--- src/dprs_seq_regs.vh ---
// constants for the dual phase ramp sequencer core
// assumes inclusion by dprs_sequencer.v only; values are plain numbers
`ifndef DPRS_SEQ_REGS_VH
`define DPRS_SEQ_REGS_VH

// clock and power-good timing
`define DPRS_CLK_PERIOD_NS   25
`define DPRS_PG_DELAY_NS     3000000
`define DPRS_PG_CNT_W        17

// four-level pin decode: ground, reference, high
`define DPRS_LVL_GND         2'h0
`define DPRS_LVL_REF         2'h1

// dac setting, one lsb is 25 mV
`define DPRS_DAC_W           6
`define DPRS_DAC_ZERO        6'h00
`define DPRS_DAC_STEP        6'h01
`define DPRS_VID_OFFSET      6'h01
`define DPRS_SUS_OFFSET      6'h01

// sequencer states
`define DPRS_SQ_OFF          3'h0
`define DPRS_SQ_WAIT_REF     3'h1
`define DPRS_SQ_RAMP         3'h2
`define DPRS_SQ_RUN          3'h3
`define DPRS_SQ_DOWN         3'h4

// phase states
`define DPRS_PH_IDLE         2'h0
`define DPRS_PH_ON           2'h1
`define DPRS_PH_OFF          2'h2
`define DPRS_PH_WAIT         2'h3

// phase identity
`define DPRS_PHASE_MAIN      1'b0
`define DPRS_PHASE_SEC       1'b1

// synchroniser bundle
`define DPRS_SYNC_W          16
`define DPRS_SYNC_STAGES_RST 16'h0000

`endif

--- src/dprs_sync.v ---
// two flip-flop synchroniser for a bundle of slow pin inputs
// assumes the bits are static or change far slower than clk_in
module dprs_sync #(
   parameter W = 16
) (
   // clock and reset
   input  wire         clk_in,
   input  wire         arst_n_in,
   // pin side
   input  wire [W-1:0] async_in,
   // clock side
   output wire [W-1:0] sync_out
);
   reg [W-1:0] meta_q;
   reg [W-1:0] sync_q;

   // first stage feeds only the second stage
   always @(posedge clk_in or negedge arst_n_in) begin
      if (!arst_n_in) begin
         meta_q <= {W{1'b0}};
         sync_q <= {W{1'b0}};
      end else begin
         meta_q <= async_in;
         sync_q <= meta_q;
      end
   end

   assign sync_out = sync_q;
endmodule

--- src/dprs_sequencer.v ---
// digital control core of a two-phase step-down controller: phase
// alternation, transient overlap, power-up ramp and power-good timing
// assumes comparator flags are already on clk_in; pins are asynchronous
`include "dprs_seq_regs.vh"

// Notes on behaviour
// - dual-phase modes alternate single on-time pulses between main and secondary
// - in alternation the two high-side gates are never on together
// - dual-phase modes, output not above regulation at min off-time expiry: both highs on next
// - overlap persists until output is above regulation at min off-time expiry
// - after overlap, resume with phase opposite the last single pulse
// - enable raises reference first; switching starts only after reference ready
// - power-up ramps dac setting from zero by one 25 mV step per tick
// - target from vid code when state select is ground, else suspend code
// - power good low during ramp and 3 ms after reaching target
// - after power down the secondary low-side gate is forced high
// - mode select: high and reference both dual skip, ground single skip
// - power good blanked whenever the setting is being stepped
module dprs_sequencer #(
   parameter PG_DELAY_CYCLES =
      (`DPRS_PG_DELAY_NS + `DPRS_CLK_PERIOD_NS - 1) / `DPRS_CLK_PERIOD_NS
) (
   // clock and reset
   input  wire       clk_in,
   input  wire       arst_n_in,
   // enable and reference pins
   input  wire       shutdown_n_in,
   input  wire       ref_ready_in,
   input  wire       slew_tick_in,
   // mode and code pins (four-level pins decoded to two bits)
   input  wire [1:0] mode_select_in,
   input  wire [1:0] low_power_state_select_in,
   input  wire [4:0] vid_code_in,
   input  wire [3:0] suspend_code_in,
   // analog front-end flags, synchronous to clk_in
   input  wire       out_above_reg_in,
   input  wire       min_off_done_in,
   input  wire       on_time_done_in,
   // gate drivers
   output reg        main_high_gate_out,
   output reg        main_low_gate_out,
   output reg        secondary_high_gate_out,
   output reg        secondary_low_gate_out,
   // power good, open drain style
   output reg        power_good_out,
   output reg        power_good_oe_n_out,
   // status
   output reg  [5:0] dac_setting_out,
   output reg        slewing_out,
   output reg        overlap_out
);
   // count must stay below the counter range; upper bits cut on purpose
   localparam integer              PG_LAST_I = PG_DELAY_CYCLES - 1;
   localparam [`DPRS_PG_CNT_W-1:0] PG_LAST   = PG_LAST_I[`DPRS_PG_CNT_W-1:0];

   wire [`DPRS_SYNC_W-1:0] pins_s;
   wire                    shutdown_n_in_s;
   wire                    ref_s;
   wire                    tick_s;
   wire [1:0]              mode_s;
   wire [1:0]              lps_s;
   wire [4:0]              vid_s;
   wire [3:0]              sus_s;

   reg [2:0]                 sq_q;
   reg [2:0]                 sq_d;
   reg [`DPRS_DAC_W-1:0]     dac_q;
   reg [`DPRS_DAC_W-1:0]     dac_d;
   reg [`DPRS_PG_CNT_W-1:0]  pg_cnt_q;
   reg [`DPRS_PG_CNT_W-1:0]  pg_cnt_d;
   reg                       pg_done_q;
   reg                       pg_done_d;
   reg                       tick_dly_q;
   reg [1:0]                 ph_q;
   reg [1:0]                 ph_d;
   reg                       last_single_q;
   reg                       last_single_d;
   reg                       overlap_d;
   reg                       mh_d;
   reg                       sh_d;
   reg                       ml_d;
   reg                       sl_d;
   reg                       pg_d;

   wire                      tick_p;
   wire [`DPRS_DAC_W-1:0]    target;
   wire                      at_target;
   wire                      switching;
   wire                      dual;

   // settings are static pins, so plain two-flop capture is enough
   dprs_sync #(
      .W (`DPRS_SYNC_W)
   ) u_sync (
      .clk_in    (clk_in),
      .arst_n_in (arst_n_in),
      .async_in  ({shutdown_n_in, ref_ready_in, slew_tick_in, mode_select_in,
                   low_power_state_select_in, vid_code_in, suspend_code_in}),
      .sync_out  (pins_s)
   );

   assign shutdown_n_in_s = pins_s[15];
   assign ref_s  = pins_s[14];
   assign tick_s = pins_s[13];
   assign mode_s = pins_s[12:11];
   assign lps_s  = pins_s[10:9];
   assign vid_s  = pins_s[8:4];
   assign sus_s  = pins_s[3:0];

   assign tick_p = tick_s & ~tick_dly_q;

   // target code selection
   function [`DPRS_DAC_W-1:0] target_of;
      input [1:0] lps;
      input [4:0] vid;
      input [3:0] low_power_state_select;
      begin
         if (lps == `DPRS_LVL_GND) begin
            target_of = {1'b0, vid} + `DPRS_VID_OFFSET;
         end else begin
            target_of = {2'b00, low_power_state_select} + `DPRS_SUS_OFFSET;
         end
      end
   endfunction

   assign target    = target_of(lps_s, vid_s, sus_s);
   assign at_target = (dac_q == target);
   assign switching = (sq_q == `DPRS_SQ_RAMP) || (sq_q == `DPRS_SQ_RUN);
   // ground on mode select means single-phase
   assign dual      = (mode_s != `DPRS_LVL_GND);

   // power sequencing and dac slewing
   always @* begin
      sq_d      = sq_q;
      dac_d     = dac_q;
      pg_cnt_d  = pg_cnt_q;
      pg_done_d = pg_done_q;
      case (sq_q)
         `DPRS_SQ_OFF: begin
            dac_d     = `DPRS_DAC_ZERO;
            pg_done_d = 1'b0;
            if (shutdown_n_in_s) begin
               sq_d = `DPRS_SQ_WAIT_REF;
            end
         end
         `DPRS_SQ_WAIT_REF: begin
            // no switching and no target look until reference is ready
            if (ref_s) begin
               sq_d = `DPRS_SQ_RAMP;
            end
         end
         `DPRS_SQ_RAMP: begin
            // one lsb per slew tick from zero
            if (at_target) begin
               sq_d     = `DPRS_SQ_RUN;
               pg_cnt_d = {`DPRS_PG_CNT_W{1'b0}};
            end else if (tick_p) begin
               if (dac_q < target) begin
                  dac_d = dac_q + `DPRS_DAC_STEP;
               end else begin
                  dac_d = dac_q - `DPRS_DAC_STEP;
               end
            end
         end
         `DPRS_SQ_RUN: begin
            // hold-off after reaching target
            if (!pg_done_q) begin
               if (pg_cnt_q == PG_LAST) begin
                  pg_done_d = 1'b1;
               end else begin
                  pg_cnt_d = pg_cnt_q + 1'b1;
               end
            end
            // later code changes are slewed the same way
            if (!at_target && tick_p) begin
               if (dac_q < target) begin
                  dac_d = dac_q + `DPRS_DAC_STEP;
               end else begin
                  dac_d = dac_q - `DPRS_DAC_STEP;
               end
            end
         end
         `DPRS_SQ_DOWN: begin
            if (dac_q == `DPRS_DAC_ZERO) begin
               sq_d = `DPRS_SQ_OFF;
            end else if (tick_p) begin
               dac_d = dac_q - `DPRS_DAC_STEP;
            end
         end
         default: begin
            sq_d = `DPRS_SQ_OFF;
         end
      endcase
      if (!shutdown_n_in_s && sq_q != `DPRS_SQ_OFF && sq_q != `DPRS_SQ_DOWN) begin
         sq_d      = `DPRS_SQ_DOWN;
         pg_done_d = 1'b0;
      end
   end

   // phase control; flags read directly, no synchroniser
   always @* begin
      ph_d          = ph_q;
      last_single_d = last_single_q;
      overlap_d     = overlap_out;
      mh_d          = main_high_gate_out;
      sh_d          = secondary_high_gate_out;
      ml_d          = main_low_gate_out;
      sl_d          = secondary_low_gate_out;
      case (ph_q)
         `DPRS_PH_IDLE: begin
            mh_d      = 1'b0;
            sh_d      = 1'b0;
            overlap_d = 1'b0;
            if (switching) begin
               ph_d = `DPRS_PH_WAIT;
            end
         end
         `DPRS_PH_WAIT: begin
            if (!out_above_reg_in) begin
               ph_d = `DPRS_PH_ON;
               if (dual) begin
                  // one high at a time, alternating
                  last_single_d = ~last_single_q;
                  mh_d = (~last_single_q == `DPRS_PHASE_MAIN);
                  sh_d = (~last_single_q == `DPRS_PHASE_SEC);
               end else begin
                  last_single_d = `DPRS_PHASE_MAIN;
                  mh_d          = 1'b1;
                  sh_d          = 1'b0;
               end
               ml_d = ~mh_d;
               sl_d = ~sh_d;
            end
         end
         `DPRS_PH_ON: begin
            if (on_time_done_in) begin
               ph_d = `DPRS_PH_OFF;
               mh_d = 1'b0;
               sh_d = 1'b0;
               ml_d = 1'b1;
               sl_d = 1'b1;
            end
         end
         `DPRS_PH_OFF: begin
            if (min_off_done_in) begin
               if (dual && !out_above_reg_in) begin
                  // heavy transient: both phases in step
                  ph_d      = `DPRS_PH_ON;
                  overlap_d = 1'b1;
                  mh_d      = 1'b1;
                  sh_d      = 1'b1;
                  ml_d      = 1'b0;
                  sl_d      = 1'b0;
               end else begin
                  // last_single untouched by overlap pulses
                  ph_d      = `DPRS_PH_WAIT;
                  overlap_d = 1'b0;
               end
            end
         end
         default: begin
            ph_d = `DPRS_PH_IDLE;
         end
      endcase
      if (!switching) begin
         ph_d      = `DPRS_PH_IDLE;
         overlap_d = 1'b0;
         mh_d      = 1'b0;
         sh_d      = 1'b0;
         // lows forced high once powered down
         ml_d      = (sq_q == `DPRS_SQ_OFF);
         sl_d      = (sq_q == `DPRS_SQ_OFF);
      end
   end

   // released only in run, delay done and not slewing
   always @* begin
      pg_d = (sq_q == `DPRS_SQ_RUN) && pg_done_q && at_target && shutdown_n_in_s;
   end

   always @(posedge clk_in or negedge arst_n_in) begin
      if (!arst_n_in) begin
         sq_q                    <= `DPRS_SQ_OFF;
         dac_q                   <= `DPRS_DAC_ZERO;
         pg_cnt_q                <= {`DPRS_PG_CNT_W{1'b0}};
         pg_done_q               <= 1'b0;
         tick_dly_q              <= 1'b0;
         ph_q                    <= `DPRS_PH_IDLE;
         last_single_q           <= `DPRS_PHASE_SEC;
         overlap_out             <= 1'b0;
         main_high_gate_out      <= 1'b0;
         secondary_high_gate_out <= 1'b0;
         main_low_gate_out       <= 1'b1;
         secondary_low_gate_out  <= 1'b1;
         power_good_out          <= 1'b0;
         power_good_oe_n_out     <= 1'b0;
         dac_setting_out         <= `DPRS_DAC_ZERO;
         slewing_out             <= 1'b0;
      end else begin
         sq_q                    <= sq_d;
         dac_q                   <= dac_d;
         pg_cnt_q                <= pg_cnt_d;
         pg_done_q               <= pg_done_d;
         tick_dly_q              <= tick_s;
         ph_q                    <= ph_d;
         last_single_q           <= last_single_d;
         overlap_out             <= overlap_d;
         main_high_gate_out      <= mh_d;
         secondary_high_gate_out <= sh_d;
         main_low_gate_out       <= ml_d;
         secondary_low_gate_out  <= sl_d;
         power_good_out          <= pg_d;
         // enable low means pulling the pin low
         power_good_oe_n_out     <= pg_d;
         dac_setting_out         <= dac_d;
         slewing_out             <= (dac_d != target) && (sq_d != `DPRS_SQ_OFF);
      end
   end
endmodule

--- config.mk ---
export PLATFORM = sky130hd
export DESIGN_NAME = dprs_sequencer
export DESIGN_NICKNAME = d
export VERILOG_FILES = /design/src/dprs_sync.v /design/src/dprs_sequencer.v
export VERILOG_INCLUDE_DIRS = /design/src /design/src/src
export SDC_FILE = /design/constraint.sdc
export NUM_CORES = 1
export LEC_CHECK = 0
export ABC_AREA = 1
export ABC_CLOCK_PERIOD_IN_PS = 5050
export BUFFER_PORTS_ARGS = -buffer_cell sky130_fd_sc_hd__buf_2
export CAP_MARGIN = 30
export CORE_MARGIN = 10
export CORE_UTILIZATION = 45
export DETAILED_ROUTE_END_ITERATION = 12
export SLEW_MARGIN = 40
export SYNTH_ARGS = -nofsm -noshare
export SYNTH_HDL_FRONTEND = slang
export SYNTH_SLANG_ARGS = --single-unit
--- constraint.sdc ---
create_clock -name clk_in -period 5.05 [get_ports clk_in]
set_clock_uncertainty 0.1 [all_clocks]
set_input_delay 0.505 -clock clk_in [delete_from_list [all_inputs] [get_ports clk_in]]
set_output_delay 0.505 -clock clk_in [all_outputs]
set_load 0.005 [all_outputs]
# --- After elaboration in Yosys (flattened, before gate mapping) ---
# Cells that the tools add are included.
classes:
  add_sub_neg: 5
  magnitude_cmp: 1
  eq_ne: 20
  muxes: 56
  bitwise_logic: 6
  reduce_logical: 27
op_table:
  columns: ["operator", "count"]
  rows:
  - ["$mux 17", 3]
  - ["$mux 6", 7]
  - ["$pmux 17 s2", 1]
  - ["$mux 1", 26]
  - ["$pmux 6 s4", 1]
  - ["$add 17x1->17 const B", 1]
  - ["$eq 17x17->1 const B", 1]
  - ["$mux 3", 5]
  - ["$ne 3x3->1 const B", 5]
  - ["$pmux 3 s5", 1]
  - ["$mux 2", 5]
  - ["$reduce_bool 3->1", 3]
  - ["$logic_and 1x1->1", 8]
  - ["$pmux 1 s4", 2]
  - ["$pmux 2 s4", 1]
  - ["$reduce_and 4->1", 2]
  - ["$add 5x1->6 const B", 1]
  - ["$add 6x1->6 const B", 1]
  - ["$eq 3x2->1 const B", 2]
  - ["$eq 6x6->1", 1]
  - ["$logic_not 6->1", 1]
  - ["$lt 6x6->1", 1]
  - ["$ne 2x2->1 const B", 3]
  - ["$ne 6x6->1", 1]
  - ["other kinds (20)", 32]
word_totals:
  ff_bits: 70
  inputBits: 21
  out_inout_bits: 14
  wordCells: 131

# --- Longest topological paths before layout ---
# Gate-level depths: netlist of run 1.
logic_depth:
  word_depth: 9
  depth_mapped: 21
  depth_no_buf: 21

# --- Hierarchy ---
# A second synthesis of run 1 with hierarchy kept.
unflattened:
  cells_unflattened: 473
  hier_area_um2: 3847.4
modules_own_cells:
  columns: ["module", "n_inst", "cells_each", "area_each_um2", "seq_area_each_um2"]
  rows:
  - ["dprs_sequencer", 1, 441, 3046.7, 954.7]
  - ["dprs_sync", 1, 32, 800.8, 800.8]

# --- Worst setup path before layout of run 1 ---
# Ideal clock, no wire load.
synth_path:
  path_kind: "register to register"
  start: "register u_sync.sync_q[0] (netlist: u_sync.sync_out[0])"
  end: "register slewing_out"
  setup_ns: 0.119
  arrival_ns: 2.304
  required_time_ns: 4.831
  setup_slack_ns: 2.527
  path_stages_with_launch: 20
  path_buffers: 0
  period_less_slack_ns: 2.523
  cell_sequence: "dfrtp_1 -> ha_1 -> nand2_1 -> o21ai_0 -> o21ai_0 -> a31o_2 -> ha_1 -> nand2_2 -> nor2_4 -> nand2_4 -> nand2_4 -> nand2_1 -> nand3_2 -> nand2_1 -> nand3_1 -> nand2_1 -> nor2_1 -> nand3_1 -> nor2_1 -> nor2_1"
synth_via:
  elab_chain_len: 9
  elab_cells_between_ends: 17
  classes_between: "1 x add/sub; 1 x order compare; 2 x eq/ne; 9 x mux; 4 x reduce/logical"
synth_rtl:
  columns: ["element", "line_no", "text"]
  rows:
  - ["start: declaration", "dprs_sync.v:15", "reg [W-1:0] sync_q;"]
  - ["start signal: assignment", "dprs_sync.v:21", "sync_q <= {W{1'b0}};"]
  - ["start signal: assignment", "dprs_sync.v:24", "sync_q <= meta_q;"]
  - ["$add 4x1->5 (no line) (*)", null, null]
  - ["$mux 6 (*)", "dprs_sequencer.v:118", "if (lps == `DPRS_LVL_GND) begin"]
  - ["$lt 6x6->1 or $eq 6x6->1 (tied branches)", "dprs_sequencer.v:158, dprs_sequencer.v:176, dprs_sequencer.v:127", null]
  - ["$mux 6 or $logic_not 1->1 (tied branches)", "dprs_sequencer.v:158, dprs_sequencer.v:176, dprs_sequencer.v:175", null]
  - ["$mux 6 or $logic_and 1x1->1 (tied branches)", "dprs_sequencer.v:157, dprs_sequencer.v:175", null]
  - ["$mux 6 (on tied branches)", "dprs_sequencer.v:154, dprs_sequencer.v:175", null]
  - ["$pmux 6 s4", "dprs_sequencer.v:138", "case (sq_q)"]
  - ["$ne 6x6->1", "dprs_sequencer.v:316", "slewing_out <= (dac_d != target) && (sq_d != `DPRS_SQ_OFF);"]
  - ["$logic_and 1x1->1 (*)", "dprs_sequencer.v:316", null]
  - ["end signal: assignment", "dprs_sequencer.v:316", null]
  - ["end: declaration", "dprs_sequencer.v:49", "output reg slewing_out,"]
# Every way passes the cells marked *; elsewhere a longest branch is shown, timed or not.
# A chain may end at the register's enable or synchronous reset.

# --- Worst setup path in the final report of run 1 ---
# Same ends and word-level chain as after synthesis.

==> results of run 1 <==
==> sequential cells by signal, summed over array words and instances, names as in the netlist <==
name,flops
slewing_out,1
main_high_gate_out,1
sq_q,3
ph_q,2
secondary_low_gate_out,1
overlap_out,1
u_sync.sync_out,16
power_good_oe_n_out,1
secondary_high_gate_out,1
tick_dly_q,1
main_low_gate_out,1
pg_done_q,1
last_single_q,1
u_sync.meta_q,16
dac_q,6
pg_cnt_q,17
==> report_power, final <==
part | leakage, nW | internal, W | switching (W) | total, W
combinational | 1.16 | 0.000302 | 0.000548 | 0.000850
sequential | 0.881 | 0.000642 | 0.000108 | 0.000750
clock | 0.0895 | 0.000232 | 0.000224 | 0.000455
==> kinds of logic after synthesis <==
kind of cell | after synthesis | share of synthesized area (%)
simple gates | 240 | 30.5
buf+inv | 73 | 7.55
flops | 70 | 44.5
compound gates | 56 | 8.63
fa+ha+maj | 18 | 5.71
xor+xnor | 14 | 3.11
==> layout by cell type, fill, tap and decap left out, drive strengths merged <==
master / Yosys / layout
ha: 18 / 18
clkinv: 2 / 2
and2: 1 / 1
o21ai: 20 / 20
a31o: 1 / 1
o41ai: 1 / 1
nor3: 10 / 10
dfstp: 3 / 3
o22ai: 3 / 3
dfrtp: 67 / 67
or2: 1 / 1
inv: 67 / 69
buf: 4 / 35
clkbuf: 0 / 10
xnor2: 2 / 2
nor4: 5 / 5
xor2: 12 / 12
a31oi: 3 / 3
nand4: 14 / 14
a2bb2oi: 2 / 2
nand2: 124 / 124
clkinvlp: 0 / 3
a21oi: 17 / 17
bufinv: 0 / 1
o31ai: 9 / 9
nor2: 43 / 43
nand3: 42 / 42
==> metal layers <==
| metal | vias up | wire length [um] |
|---|---|---|
| met3 | 8 | 318 |
| met5 | - | 0 |
| met4 | 0 | 104 |
| met1 | 1484 | 3970 |
| li1 | 1616 | - |
| met2 | 59 | 4010 |
==> area by class of cell <==
| class | instances | area (um2) | share of cell area [%] |
|---|---|---|---|
| Timing Repair Buffer | 35 | 180 | 4.08 |
| Clock inverter | 6 | 70.1 | 1.59 |
| Multi-Input combinational cell | 328 | 1890 | 42.8 |
| Sequential cell | 70 | 1760 | 39.7 |
| Clock buffer | 10 | 128 | 2.89 |
| Tap cell | 108 | 135 | 3.06 |
| Inverter | 69 | 260 | 5.89 |
==> per-stage QoR <==
stage	instance area [um2]	total power, W	setup WS, ps	cells
6_report	4420	0.00206	2110	626
5_1_grt	4420	0.00223	1900	626
4_1_cts	4420	0.00207	2170	626
3_5_place_dp	4220	0.00161	2190	610
3_3_place_gp	4220	0.00160	2180	610
2_1_floorplan	3950	0.00138	2530	471
==> final timing paths <==
kind | startpoint | slack, ps | end
worst max-delay path | u_sync.sync_out[0]$_DFF_PN0_ | 2110 | slewing_out$_DFF_PN0_
worst min-delay path | arst_n_in | 20 | dac_q[3]$_DFF_PN0_
worst max register to register | u_sync.sync_out[0]$_DFF_PN0_ | 2110 | slewing_out$_DFF_PN0_
worst min register to register | u_sync.meta_q[12]$_DFF_PN0_ | 250 | u_sync.sync_out[12]$_DFF_PN0_
max in group asynchronous | arst_n_in | 4000 | main_low_gate_out$_DFFE_PN1P_
min in group clk_in | slew_tick_in | 170 | u_sync.meta_q[13]$_DFF_PN0_
==> flow_summary_export.csv, run 1 <==
group,metric,value,unit
yosys,synth_top_flop_cell,"dfrtp_1",
global_routing,met2_usage,22.6,%
flow_run,max_cap_violations,0,
timing,finalSetupTns,0,ps
floorplanning,initial_core_util,45.7,%
critical_path,critPathLaunchType,"flop",
timing,setup_viol,0,
critical_path,arrival,3060,ps
power,irDropWorstVdd,0.240,mV
placed_design,hpwl,6380,um
route,vias_per_cell,5.06,
critical_path,cp_slowest_cell,"dfrtp_1",
global_routing,grt_usage,13.6,%
clock_network,clkSlewWorstSetupHoldPaths,80,ps
yosys,synth_top_area_share,42.5,%
hold_path,hp-class,"in2async",
yosys,synth_nets,510,
placed_design,portBuffers,34,
yosys,synth_commonest_cells,"nand2_1, dfrtp_1, inv_1",
global_routing,gr-total-overflow,0,
timing,max_clock_freq,0.340,GHz
finish,layout.filler_cells,823,
critical_path,cp_num_buf_inv,1,
timing,slew_headroom,60.6,%
yosys,postSynthCellCount,471,
finish,fin_util,51.2,%
yosys,syn_area,3950,um2
critical_path,path_class,"reg2reg",
clock_network,clk_latency,340,ps
timing,rsz0062_at_grt,"false",
finish,antenna_cells,0,
timing,whs,24.6,ps
timing,tightest_slew,583,ps
route,drt_iter0_drc,133,
floorplanning,die_x,114,um
finish,fin_nets,552,
yosys,ys_seq_elements,70,
floorplanning,dieArea,12900,um2
timing,period_minus_slack,2940,ps
power,p_per_area,465,nW/um2
yosys,async_flop_share,100,%
critical_path,cp-end-kind,"flop",
critical_path,worst-path-stages,20,
yosys,yosys_warnings,0,
clock_network,holdBufCountCts,0,
route,routed_wl,8400,um
power,leakage,2.13,nW
floorplanning,ios,35,
floorplanning,row_count,34,
route,route.vias.total,3167,
timing,fin_crit_sh,58.2,%
clock_network,root_buffer,"clkbuf_8",
clock_network,cts.sinks,70,
critical_path,path_cells,"ha_1, nand2_1, o21ai_0, o21ai_0, a31o_2, ha_1, nand2_2, inv_1, nand2_1, nand2_1, nor2_1, nand2_1, nand3_1, nand3_1, nand2_1, nor2_1, nor2_1, nand2_1, nor2_1, nor2_1",
global_routing,grt_pass1_wl,14500,um
placed_design,place.gp.congestion,0.947,
yosys,yosys.area.top_type,"dfrtp_1",
yosys,syn_area_per_cell,8.38,um2
critical_path,crit_required,5170,ps
global_routing,grt_pass1_vias,3205,
finish,drive_gt1_share,19.9,%
route,dr.pass1.iters,5,
timing,slew_violations,0,
global_routing,met1_usage,16.6,%
clock_network,numCtsBuffers,9,
global_routing,grtUsageMet3,3.83,%
critical_path,critPathMaxFanout,6,
clock_network,tritoncts,"built",
global_routing,grt_max_degree,37,
floorplanning,fp.dieH,114,um
yosys,synth_edf_count,0,
timing,hold_viol_final,0,
critical_path,r2r_cells,20,
yosys,synth_cell_types,39,
global_routing,antenna_found_initial,0,
finish,syn_to_final_growth,12.1,%
critical_path,path_delay_family,"simple AND/OR/NAND/NOR gates",
yosys,yosysMostFrequentCell,"nand2_1",
yosys,synth_area_leaders,"dfrtp_1, nand2_1, ha_1",
run_status,status,"finished, final reports clean",
clock_network,cts_resized,0,
clock_network,cts_max_path_buffers,2,
route,drtAntennaViolNets,0,
critical_path,max_stage_delay,400,ps
route,drc_errors,0,
clock_network,post_cts_buffers,0,
global_routing,grt.busiest_layer,"met2",
route,wire_per_inst,13.4,um
floorplanning,coreArea,8640,um2
yosys,seq_area_frac_synth,44.5,%
critical_path,crit_top_cell,"nand2_1",
clock_network,cts_max_level,3,
No activity file was read; power rests on OpenSTA's default activity.
==> run 2, diff against run 1 <==
- ABC_AREA: 1 -> 0
- ABC_CLOCK_PERIOD_IN_PS: 5050 -> 2800
- clock period: 5.05 -> 2.8 ns (I/O delays scaled with it)
==> run 2 against run 1 <==
The flow now finishes with violations (negative setup slack). Register-to-register slack got worse by 2600 ps. Clock-buffer cell count increased by 1. Critical endpoint unchanged. Non-clock buffer count increased by 72. Routed wire length increased by 1.3%.
==> flow_summary_export.csv, run 2 <==
group,metric,value,unit
run_status,status,"finished, violations left",
run_status,failed_checks,"negative setup slack",
yosys,yosysMostFrequentCell,"dfrtp_1",
clock_network,cts.sinks,70,
power,irDropWorstVdd,0.567,mV
timing,period_minus_slack,3260,ps
critical_path,worstSetupStartpoint,"u_sync.sync_out[4]$_DFF_PN0_",
critical_path,cp-end-kind,"flop",
finish,drive_gt1_share,33.9,%
finish,stdcell_count,562,
yosys,yosys_warnings,0,
clock_network,tritoncts,"built",
yosys,synth_cell_types,71,
critical_path,critPathMaxFanout,4,
clock_network,clk_latency,340,ps
floorplanning,die_x,110,um
timing,fin_crit_sh,117,%
clock_network,cts_max_path_buffers,2,
yosys,yosys.area.top_type,"dfrtp_1",
finish,antenna_cells,0,
yosys,synth_top_flop_cell,"dfrtp_1",
finish,final_common_cell,"dfrtp_1",
floorplanning,ios,35,
timing,whs,20.4,ps
route,dr.pass1.iters,4,
yosys,seq_area_frac_synth,48.7,%
timing,setup_viol,14,
finish,syn_to_final_growth,34.9,%
finish,layout.filler_cells,648,
global_routing,grt_usage,14.6,%
route,drc_errors,0,
global_routing,grt_max_degree,45,
yosys,async_flop_share,100,%
placed_design,place.gp.congestion,0.903,
yosys,synth_area_leaders,"dfrtp_1, ha_1, nor2_1",
clock_network,numCtsBuffers,9,
floorplanning,coreArea,7770,um2
route,drt_iter0_drc,96,
placed_design,hpwl,6190,um
power,p_total,0.00349,W
global_routing,grt_pass1_wl,14000,um
clock_network,clkSlewWorstSetupHoldPaths,80,ps
global_routing,gr-total-overflow,0,
timing,setup_ws,-462,ps
timing,finalSetupTns,-1770,ps
timing,rsz0062_at_grt,"true",
route,drtAntennaViolNets,0,
route,route.vias.total,3026,
yosys,synth_top_area_share,46.5,%
critical_path,path_class,"reg2reg",
yosys,synth_nets,385,
placed_design,place_area,4280,um2
yosys,postSynthCellCount,346,
critical_path,arrival,3400,ps
hold_path,hp-class,"in2reg",
yosys,syn_area_per_cell,10.4,um2
floorplanning,row_count,32,
timing,max_clock_freq,0.307,GHz
floorplanning,initial_core_util,46.4,%
route,routed_wl,8510,um
critical_path,crit_required,2940,ps
yosys,synth_commonest_cells,"dfrtp_1, nor2_1, nand2_1",
timing,tightest_slew,683,ps
yosys,synth_edf_count,0,
finish,top_register,"pg_cnt_q",
critical_path,critPathLaunchType,"flop",
clock_network,cts_max_level,3,
flow_run,max_cap_violations,0,
yosys,syn_area,3610,um2
clock_network,root_buffer,"clkbuf_8",
global_routing,grt_pass1_vias,2981,
power,p_per_area,718,nW/um2
placed_design,dp_cells,524,
finish,mostFrequentLayoutCells,"dfrtp_1, buf_4, buf_2",
finish,finalInstanceArea,4860,um2
finish,fin_nets,494,
global_routing,antenna_found_initial,0,
placed_design,portBuffers,34,
floorplanning,fp.dieH,110,um
timing,slew_headroom,53.9,%
route,vias_per_cell,5.38,
power,leakage,2.19,nW
route,wire_per_inst,15.1,um
floorplanning,dieArea,12000,um2
hold_path,min_from,"out_above_reg_in",
timing,slew_violations,0,
finish,largest_reg_flops,17,
timing,hold_viol_final,0,
critical_path,reg2reg_from,"u_sync.sync_out[4]$_DFF_PN0_",
yosys,ys_seq_elements,70,
[run 2: report_power, final]
group	leakage, nW	total (W)	internal, W	switching (W)
Clock	0.0959	0.000821	0.000437	0.000384
Combinational	1.21	0.00143	0.000699	0.000732
Sequential	0.884	0.00124	0.00113	0.000114
[run 2: logic make-up (layout without fill, tap and decap cells)]
logic type	Yosys count	after routing	share of synthesized area [%]
simple gates	128	128	19.1
fa+ha+maj	18	18	6.25
mux	8	8	2.29
xor+xnor	22	22	5.34
buf+inv	23	137	2.85
flops	70	70	48.7
compound gates	77	77	15.5
[run 2: path summary, 6_finish.rpt]
check                                                    end  slack, ps  cells past startpoint
worst min register to register  u_sync.sync_out[7]$_DFF_PN0_        250                      0
min in group asynchronous            overlap_out$_DFFE_PN0P_        360                      2
worst max register to register         slewing_out$_DFF_PN0_       -460                     13
worst min-delay path               last_single_q$_DFFE_PN1P_         20                      2
worst max-delay path                   slewing_out$_DFF_PN0_       -460                     13
max in group asynchronous        u_sync.meta_q[14]$_DFF_PN0_       1670                      3
[run 2: cell type report]
| class | count | area, um2 | area share (%) |
|---|---|---|---|
| Multi-Input combinational cell | 253 | 1950 | 40.0 |
| Sequential cell | 70 | 1760 | 36.1 |
| Timing Repair Buffer | 107 | 782 | 16.1 |
| Clock buffer | 11 | 141 | 2.91 |
| Tap cell | 102 | 128 | 2.62 |
| Clock inverter | 5 | 58.8 | 1.21 |
| Inverter | 14 | 52.6 | 1.08 |
[run 2: through the flow]
step | setup slack (ps) | utilization, %
floorplan | -616 | -
CTS | -468 | 60.6
finish | -462 | 62.6
global route | -678 | 62.6
detailed placement | -568 | 55.0
global placement | -523 | 55.0
[run 2: repair_timing]
action | CTS | global route
hold buffers | 17 | 0
endpoints found under the hold margin | 54 | 0
buffers inserted | 2 | 5
endpoints found under the setup margin | 19 | 24
gates resized for setup | 14 | 27
pin swaps | 15 | 14
[run 2: routing by layer]
layer  vias up  routed length, um  track usage (%)
li1       1480                  -                -
met1      1427               3940             19.8
met2       100               3810             21.8
met3        19                559             3.57
met4         0                211             6.04
met5         -                  0                0
[run 2: worst max-delay path: stages, from the launching register on]
cell and delay, ps:
dfrtp_1 410, buf_4 150, a31o_2 240, a21oi_2 130, a21o_1 160, ha_4 210
a21o_1 150, nand3_1 170, nand4_1 190, a21o_1 240, a221o_1 320, a2111oi_2 200
nand4_1 130, o32a_1 340
==> run 3, diff against run 2 <==
- CORE_UTILIZATION: 45 -> 54
- PLACE_DENSITY: unset -> 0.74
==> run 3 against run 2 <==
The run still ends with negative setup slack left. Critical endpoint unchanged. Critical path type unchanged. Combinational power rose by 13%. Die area fell by 14%. Flip-flop and latch count did not move. Via count rose by 4.9%. Core utilization rose by 15 points. Total power rose by 7.8%. Routed wire length rose by 8.5%. Critical path depth rose by 1. Clock-buffer cell count did not move. Setup slack got worse by 190 ps. Maximum frequency fell by 5.4%.
==> flow_summary_export.csv, run 3 (synthesis results as in run 2) <==
group,metric,value,unit
timing,hold_viol_final,0,
route,wire_per_inst,17.0,um
placed_design,place.gp.congestion,0.925,
finish,top_register,"pg_cnt_q",
flow_run,max_cap_violations,0,
floorplanning,row_count,29,
floorplanning,die_x,102,um
clock_network,root_buffer,"clkbuf_8",
critical_path,reg2reg_from,"u_sync.sync_out[4]$_DFF_PN0_",
critical_path,critPathMaxFanout,4,
timing,fin_crit_sh,123,%
timing,setup_ws,-648,ps
critical_path,rrSetupSlack,-650,ps
floorplanning,dieArea,10300,um2
critical_path,max_stage_delay,390,ps
power,irDropWorstVdd,0.647,mV
floorplanning,fp.dieH,102,um
global_routing,grt_pass1_wl,15200,um
clock_network,clkSlewWorstSetupHoldPaths,80,ps
critical_path,worst-path-stages,14,
hold_path,hp-class,"in2reg",
power,p_per_area,757,nW/um2
floorplanning,ios,35,
finish,fin_util,77.4,%
timing,rsz0062_at_grt,"true",
route,drt_iter0_drc,145,
power,leakage,2.26,nW
critical_path,worstSetupStartpoint,"u_sync.sync_out[4]$_DFF_PN0_",
timing,slew_violations,0,
critical_path,critPathLaunchType,"flop",
global_routing,gr-total-overflow,0,
timing,max_clock_freq,0.290,GHz
finish,syn_to_final_growth,37.9,%
critical_path,arrival,3580,ps
floorplanning,initial_core_util,56.1,%
finish,mostFrequentLayoutCells,"dfrtp_1, buf_4, buf_2",
timing,finalSetupTns,-5020,ps
critical_path,cp_slowest_cell,"a221o_1",
critical_path,path_cells,"ha_2, nand3_2, xor2_1, o21ai_2, inv_1, ha_1, nand4_1, o21bai_4, a31o_1, a21o_1, a221o_1, a2111oi_4, nand4_1, o32a_1",
critical_path,cp_num_buf_inv,1,
finish,finalInstanceArea,4970,um2
clock_network,clk_latency,340,ps
finish,largest_reg_flops,17,
route,routed_wl,9240,um
global_routing,grt_pass1_vias,3232,
floorplanning,coreArea,6420,um2
clock_network,numCtsBuffers,9,
critical_path,crit_required,2930,ps
route,route.vias.total,3175,
finish,regArea,1760,um2
critical_path,cp-end-kind,"flop",
route,drtAntennaViolNets,0,
global_routing,grt_max_degree,71,
finish,layout.filler_cells,412,
timing,setup_viol,21,
placed_design,portBuffers,34,
timing,period_minus_slack,3450,ps
finish,fin_nets,500,
timing,whs,49.3,ps
critical_path,crit_top_cell,"nand4_1",
global_routing,antenna_found_initial,0,
critical_path,crit_path_end,"slewing_out$_DFF_PN0_",
finish,drive_gt1_share,36.1,%
finish,stdcell_count,542,
critical_path,path_class,"reg2reg",
global_routing,grt_usage,18.4,%
route,dr.pass1.iters,5,
route,drc_errors,0,
clock_network,cts_max_path_buffers,2,
route,vias_per_cell,5.86,
placed_design,dp_cells,503,
clock_network,cts.sinks,70,
run_status,status,"finished, violations left",
finish,multiInputGateArea,2020,um2
clock_network,cts_max_level,3,
critical_path,path_delay_family,"compound AO/OA/AOI/OAI gates",
timing,tightest_slew,639,ps
placed_design,place_area,4270,um2
timing,slew_headroom,56.8,%
critical_path,r2r_cells,14,
run_status,failed_checks,"negative setup slack",
finish,antenna_cells,0,
clock_network,tritoncts,"built",
critical_path,reg2reg_to,"slewing_out$_DFF_PN0_",
placed_design,hpwl,6310,um
finish,final_common_cell,"dfrtp_1",
run 3: worst min-delay path by stage:
stage	slack (ps)	from	endpoint	depth (start not counted)
final	50	out_above_reg_in	last_single_q$_DFFE_PN1P_	2
after CTS	40	out_above_reg_in	last_single_q$_DFFE_PN1P_	2
after global routing	60	out_above_reg_in	last_single_q$_DFFE_PN1P_	2
after global placement	230	u_sync.meta_q[7]$_DFF_PN0_	u_sync.sync_out[7]$_DFF_PN0_	0
after floorplan	-120	arst_n_in	dac_q[0]$_DFF_PN0_	0
after detailed placement	230	u_sync.meta_q[5]$_DFF_PN0_	u_sync.sync_out[5]$_DFF_PN0_	0
run 3: layer usage:
layer  share of wire, %  track usage [%]  vias to the layer above
met1                 42             22.8                     1545
met3                5.5             4.15                       28
met2                 49             29.5                      111
li1                   -                -                     1491
met4                3.3             9.68                        0
met5                  0                0                        -
run 3: timing repair:
item | CTS | global route
buffers inserted | 8 | 2
pin swaps | 16 | 13
hold endpoints to repair | 16 | 52
gates resized for setup | 26 | 28
hold buffers | 16 | 1
gates cloned | 0 | 0
endpoints found under the setup margin | 22 | 23
run 3: layout make-up:
type | instances | share of cell area (%)
clock buffers | 11 | 3.04
multi-input cells | 253 | 40.6
well taps | 77 | 1.94
repair buffers | 113 | 16.7
clock inverters | 4 | 1.41
flip-flops and latches | 70 | 35.3
inverters | 14 | 1.06
run 3: where the power goes:
part           switching (W)  internal [W]  leakage, nW
logic               0.000826      0.000793         1.26
registers           0.000103       0.00113        0.884
clock network       0.000372      0.000543        0.115
total                0.00130       0.00246         2.26
run 3: metrics by stage:
stage | total power, W | worst slack, ps
2_1_floorplan | 0.00203 | -616
3_3_place_gp | 0.00258 | -570
4_1_cts | 0.00364 | -627
6_report | 0.00376 | -648
3_5_place_dp | 0.00260 | -669
5_1_grt | 0.00396 | -811
